File: config.mk
export PLATFORM = sky130hd
export DESIGN_NAME = fps_setup_regs
export DESIGN_NICKNAME = d
export VERILOG_FILES = /design/src/rtl/fps_pkg.sv /design/src/rtl/fps_buf_if.sv /design/src/rtl/fps_word_buf.sv /design/src/rtl/fps_setup_regs.sv
export SDC_FILE = /design/constraint.sdc
export NUM_CORES = 1
export LEC_CHECK = 0
export ABC_AREA = 1
export BUFFER_PORTS_ARGS = -buffer_cell sky130_fd_sc_hd__clkbuf_2
export CORE_MARGIN = 3
export CORE_UTILIZATION = 53
export CTS_BUF_LIST = sky130_fd_sc_hd__clkbuf_8 sky130_fd_sc_hd__clkbuf_16
export DETAILED_ROUTE_END_ITERATION = 10
export PLACE_DENSITY_LB_ADDON = 0.1
export SLEW_MARGIN = 10
export SYNTH_ARGS = -nofsm -noshare
export SYNTH_HDL_FRONTEND = slang
export SYNTH_SLANG_ARGS = --single-unit
File: constraint.sdc
create_clock -name clk -period 3.5 [get_ports clk]
set_input_delay 0.7 -clock clk [delete_from_list [all_inputs] [get_ports clk]]
set_output_delay 0.7 -clock clk [all_outputs]
set_load 0.01 [all_outputs]
File: src/rtl/fps_pkg.sv
// Constants and layout of the flash programming setup registers
package fps_pkg;
   // -----------------------------------------
   // Register offsets
   // -----------------------------------------
   localparam logic [19:0] OFS_MODE_CTRL = 20'hF02C0;
   localparam logic [19:0] OFS_START_LOW = 20'hF02C2;
   localparam logic [19:0] OFS_START_HIGH = 20'hF02C4;
   localparam logic [19:0] OFS_END = 20'hF02C8;
   localparam logic [19:0] OFS_WBUF_LOW = 20'hF02CA;
   localparam logic [19:0] OFS_WBUF_HIGH = 20'hF02CC;
   // -----------------------------------------
   // Fields and reset values
   // -----------------------------------------
   localparam int BIT_DATA_MODE = 4;
   localparam int BIT_CODE_INHIBIT = 3;
   localparam int BIT_CODE_MODE = 1;
   localparam logic [7:0] MODE_CTRL_WMASK = 8'h1A;
   localparam logic [7:0] MODE_CTRL_RESET = 8'h08;
   localparam logic [15:0] WORD_RESET = 16'h0000;
   localparam logic [3:0] HIGH_RESET = 4'h0;
endpackage

File: src/rtl/fps_buf_if.sv
// Carrier between the setup block and one write buffer word
`timescale 1ns/1ps
interface fps_buf_if;
   logic clear;
   logic load;
   logic [15:0] din;
   logic [15:0] q;
   modport owner (input clear, input load, input din, output q);
   modport user (output clear, output load, output din, input q);
endinterface

File: src/rtl/fps_word_buf.sv
// One 16-bit write buffer word with clear priority over load
`timescale 1ns/1ps
module fps_word_buf
   import fps_pkg::*;
(
   // Clock and reset
   input wire logic clk,
   input wire logic rst,
   // Control and data
   fps_buf_if.owner bus
);
   typedef struct packed {
      logic [15:0] word;
   } fps_wbuf_state_t;

   fps_wbuf_state_t state_reg;
   fps_wbuf_state_t state_next;

   always_comb begin
      state_next = state_reg;
      // A clear in the same cycle as a load wins; stale data must never survive
      if (bus.clear) begin
         state_next.word = WORD_RESET;
      end else if (bus.load) begin
         state_next.word = bus.din;
      end
   end

   always_ff @(posedge clk) begin
      if (rst) begin
         state_reg <= '0;
      end else begin
         state_reg <= state_next;
      end
   end

   assign bus.q = state_reg.word;
endmodule

File: src/rtl/fps_setup_regs.sv
// Flash programming setup registers: mode control, address pointers, write buffers
`timescale 1ns/1ps
module fps_setup_regs
   import fps_pkg::*;
(
   // Clock and reset
   input wire logic clk,
   input wire logic rst,
   // Register port
   input wire logic [19:0] regAddr,
   input wire logic regWr,
   input wire logic regRd,
   input wire logic regWide,
   input wire logic [15:0] regWdata,
   output logic [15:0] regRdata,
   // Sequencer status
   input wire logic extraSeqEnd,
   input wire logic areaSeqEnd,
   input wire logic seqFinish,
   input wire logic flashSoftReset,
   // Setup toward the sequencer
   output logic [19:0] startAddr,
   output logic [19:0] endAddr,
   output logic [31:0] writeData,
   output logic codeProgMode,
   output logic dataProgMode,
   output logic codeEraseInhibit
);
   // -----------------------------------------
   // State
   // -----------------------------------------
   typedef struct packed {
      logic [7:0] modeCtrl;
      logic [3:0] startHigh;
      logic [15:0] startLow;
      logic [3:0] endHigh;
      logic [15:0] endLow;
      logic [19:0] endEff;
      logic [15:0] rdata;
   } fps_state_t;

   fps_state_t state_reg;
   fps_state_t state_next;

   fps_buf_if bufLow ();
   fps_buf_if bufHigh ();

   logic stopped;
   logic progOk;
   logic gateOk;
   logic wr8;
   logic wr16;

   // -----------------------------------------
   // Decode
   // -----------------------------------------
   always_comb begin
      stopped = !extraSeqEnd && !areaSeqEnd;
      progOk = state_reg.modeCtrl[BIT_CODE_MODE] || state_reg.modeCtrl[BIT_DATA_MODE];
      // Gated writes are dropped silently; there is no error flag to report them
      gateOk = stopped && progOk;
      wr8 = regWr && !regWide;
      wr16 = regWr && regWide;
   end

   always_comb begin
      bufLow.clear = seqFinish || flashSoftReset;
      bufHigh.clear = seqFinish || flashSoftReset;
      bufLow.load = wr16 && gateOk && (regAddr == OFS_WBUF_LOW);
      bufHigh.load = wr16 && gateOk && (regAddr == OFS_WBUF_HIGH);
      bufLow.din = regWdata;
      bufHigh.din = regWdata;
   end

   fps_word_buf u_buf_low (
      .clk(clk),
      .rst(rst),
      .bus(bufLow.owner)
   );

   fps_word_buf u_buf_high (
      .clk(clk),
      .rst(rst),
      .bus(bufHigh.owner)
   );

   // -----------------------------------------
   // Next state
   // -----------------------------------------
   always_comb begin
      state_next = state_reg;
      // Mode control may change only while both sequencers are stopped
      if (wr8 && stopped && (regAddr == OFS_MODE_CTRL)) begin
         state_next.modeCtrl = regWdata[7:0] & MODE_CTRL_WMASK;
      end
      if (wr16 && gateOk && (regAddr == OFS_START_LOW)) begin
         state_next.startLow = regWdata;
      end
      if (wr8 && gateOk && (regAddr == OFS_START_HIGH)) begin
         state_next.startHigh = regWdata[3:0];
      end
      // Both end halves share one offset; the access width picks the half
      if (wr16 && gateOk && (regAddr == OFS_END)) begin
         state_next.endLow = regWdata;
      end
      if (wr8 && gateOk && (regAddr == OFS_END)) begin
         state_next.endHigh = regWdata[3:0];
      end
      state_next.endEff = {state_next.endHigh, state_next.endLow};
      if (state_next.modeCtrl[BIT_CODE_MODE]) begin
         state_next.endEff[1:0] = 2'h0;
      end
      // Reads while a sequencer runs return zero rather than live values
      if (regRd && stopped) begin
         unique case ({regWide, regAddr})
            {1'b0, OFS_MODE_CTRL}: state_next.rdata = {8'h00, state_reg.modeCtrl};
            {1'b1, OFS_START_LOW}: state_next.rdata = state_reg.startLow;
            {1'b0, OFS_START_HIGH}: state_next.rdata = {12'h000, state_reg.startHigh};
            {1'b1, OFS_END}: state_next.rdata = state_reg.endLow;
            {1'b0, OFS_END}: state_next.rdata = {12'h000, state_reg.endHigh};
            {1'b1, OFS_WBUF_LOW}: state_next.rdata = bufLow.q;
            {1'b1, OFS_WBUF_HIGH}: state_next.rdata = bufHigh.q;
            default: state_next.rdata = 16'h0000;
         endcase
      end else if (regRd) begin
         state_next.rdata = 16'h0000;
      end
   end

   always_ff @(posedge clk) begin
      if (rst) begin
         state_reg <= '0;
         state_reg.modeCtrl <= MODE_CTRL_RESET;
      end else begin
         state_reg <= state_next;
      end
   end

   // -----------------------------------------
   // Outputs
   // -----------------------------------------
   assign regRdata = state_reg.rdata;
   assign startAddr = {state_reg.startHigh, state_reg.startLow};
   assign endAddr = state_reg.endEff;
   assign writeData = {bufHigh.q, bufLow.q};
   assign codeProgMode = state_reg.modeCtrl[BIT_CODE_MODE];
   assign dataProgMode = state_reg.modeCtrl[BIT_DATA_MODE];
   assign codeEraseInhibit = state_reg.modeCtrl[BIT_CODE_INHIBIT];
endmodule

==> flow_summary_export.csv <==
group,metric,value,unit
yosys,syn_inst,590,
pwr,vdd_drop_max,0.000201,V
pwr,p_leak,2.18,nW
sta,min_period_over_period,67.2,%
layout,diodes,0,
critical_path,crit_path_end_kind,"flop",
layout,area.growth.synth_to_final,11.1,%
yosys,synth_seq_cells,93,
drt,drtIter0Drc,249,
drt,postRouteAntennaNets,0,
sta,finalSetupViolations,0,
drt,wl_per_cell,17.0,um
sta,rsz0062_at_grt,"false",
critical_path,cp_cell_sequence,"clkbuf_2, nor2_1, nand2_2, nor2_2, nand3_1, o21ai_0, o21ai_0, a21oi_1",
placed_design,post-place-ws,0.846,ns
critical_path,worstReg2RegStart,"dataProgMode",
yosys,synth_cell_types,28,
critical_path,r2r_cells,7,
placed_design,hpwlAfterDp,9.16,mm
placed_design,place.gp.congestion,0.886,
status,run_status,"complete, no violations",
floorplan,rows,33,
sta,setup_tns,0,ns
clock_tree,clockBufferDepth,2,
clock_tree,cts-htree-levels,3,
critical_path,cp-start-kind,"input port",
layout,seq_area,1860,um^2
layout,largest_register_ffs,20,
yosys,yosysSeqAreaShare,40.4,%
drt,wl,12.9,mm
clock_tree,cts-root-buf,"clkbuf_8",
floorplan,coreArea,8340,um^2
critical_path,cp.required,3.78,ns
layout,fin_nets,697,
critical_path,reg2reg_setup_slack,1.55,ns
critical_path,cp_slowest_cell,"nor2_2",
clock_tree,cts_made_buffers,9,
critical_path,crit_top_cell,"o21ai_0",
clock_tree,post_cts_buffers,0,
drt,drcViolationCount,0,
yosys,synth_area,4610,um^2
floorplan,ios,136,
sta,timing_hold_violations_final,0,
global_route,antenna_found_initial,0,
yosys,syn_avg_cell_area,7.81,um^2
global_route,grt_max_degree,42,
layout,mostFrequentLayoutCells,"clkbuf_2 (135), dfxtp_1 (93), nand4_1 (82)",
yosys,syn_nets,635,
worst_hold_path,hp-start,"regRdata[3]",
sta,fin_skew,0.0139,ns
clock_tree,cts.clk_slew.worst_paths,0.09,ns
clock_tree,worstSkewPairLatency,0.36,ns
clock_tree,cts-resized-gates,0,
critical_path,critPathMaxStageDelay,0.68,ns
worst_hold_path,whs_path_depth,2,
global_route,grt_pass1_vias,3820,
clock_tree,cts_num_sinks,93,
sta,fmax,0.425,GHz
sta,slew_headroom,45.3,%
yosys,synth_warnings,0,
drt,vias,4375,
worst_hold_path,worstHoldPathType,"flop to flop",
sta,fin_ws,1.15,ns
global_route,overflow,0,
sta,drv_slew,0,
global_route,grt_pass1_wl,20.2,mm
layout,final_common_cell,"clkbuf_2",
worst_hold_path,whs_endpoint,"regRdata[3]",
critical_path,cp.arrival,2.64,ns
floorplan,start_util,55.2,%
floorplan,dieArea,9840,um^2
layout,fillers,805,
critical_path,path_max_fanout,15,
pwr,p_per_area,378,nW/um^2
critical_path,reg2reg_to,"u_buf_high.bus.q[15]",
global_route,gr-usage-all-layers,25.6,%
critical_path,critPathKind,"input port to flop",
job,max_cap_viol_count,0,
floorplan,die_y,99.2,um
floorplan,dieWidth,99.2,um
sta,hold_slack,0.466,ns
drt,first_pass_iters,5,
clock_tree,cts_tree,"yes",
clock_tree,ctsHoldBuffers,0,
sta,period_needed,2.35,ns
drt,vias_per_cell,5.75,
layout,drive_gt1_share,29.0,%
placed_design,io_buffers,135,
sta,worst_slew_pin_slew,0.819,ns
layout,multi_input_area,1970,um^2
==> kinds of logic after synthesis <==
kind of cell | after synthesis | synth area share [%]
simple gates | 230 | 25.3
compound gates | 135 | 17.4
buf+inv | 132 | 16.9
flops | 93 | 40.4
==> where the power goes <==
part	total (W)	leakage, nW	switching, W	internal (W)
clock	0.000788	0.115	0.000371	0.000416
sequential	0.00106	0.749	0.00000000000441	0.00106
combinational	0.0000885	1.32	0.0000607	0.0000278
==> routing by layer <==
metal / part of all wire (%) / wire length (um) / global-route usage [%]
met4: 1.4 / 187 / 7.67
met2: 45 / 5790 / 37.2
met1: 45 / 5810 / 38.5
met3: 8.9 / 1160 / 4.77
met5: 0 / 0 / 0
==> worst max-delay path by stage <==
stage | startpoint | to | slack [ns] | cells after the start
after floorplan | regAddr[5] | endAddr[0] | 1.66 | 9
after global placement | regAddr[5] | regRdata[4] | 0.91 | 8
after detailed placement | regAddr[5] | regRdata[4] | 0.85 | 8
after CTS | regAddr[5] | regRdata[4] | 1.21 | 8
after global routing | regAddr[5] | regRdata[4] | 0.96 | 8
final | regAddr[5] | regRdata[4] | 1.15 | 8
==> cells in the mapped netlist <==
library cell | count | area [um^2]
a21oi_2 | 1 | 8.76
buf_1 | 1 | 3.75
nand2_2 | 1 | 6.26
o21a_1 | 2 | 15.0
nor2_2 | 7 | 43.8
nor2_1 | 62 | 233
nor3_4 | 2 | 32.5
buf_6 | 1 | 11.3
o21ai_1 | 1 | 5.00
nand4_1 | 82 | 513
clkbuf_1 | 10 | 37.5
dfxtp_1 | 93 | 1860
clkinv_1 | 1 | 3.75
inv_1 | 29 | 109
nor2_4 | 3 | 33.8
nand3_2 | 1 | 10.0
inv_2 | 2 | 7.51
buf_2 | 22 | 110
nand2_1 | 60 | 225
nor3_2 | 1 | 10.0
buf_4 | 66 | 495
a211oi_2 | 7 | 87.6
o21ai_0 | 43 | 215
a21oi_1 | 55 | 275
nand3_1 | 10 | 50.1
and2_1 | 1 | 6.26
o211ai_1 | 1 | 7.51
a211oi_1 | 25 | 188
==> per-stage QoR <==
step	instance area, um^2	total power, W	std cells	utilization [%]
2_1_floorplan	4610	0.00113	590	-
5_1_grt	5120	0.00199	761	61.3
6_report	5120	0.00193	761	61.3
4_1_cts	5120	0.00194	761	61.3
3_5_place_dp	4900	0.00117	746	58.8
3_3_place_gp	4900	0.00117	746	58.8
==> final cells by class <==
class	instances	area share, %
multi-input combinational	365	38.5
sequential	93	36.4
timing repair buffer	151	16.0
clock buffer	10	2.69
tap	105	2.57
inverter	32	2.35
clock inverter	5	1.49
==> critical path: cells and delay by family <==
kind	cells	cell delay, ns
AO/OA/AOI/OAI	3	0.62
buffers and inverters	1	0.08
AND/OR/NAND/NOR	4	1.24
Power figures use the tool's default switching activity.
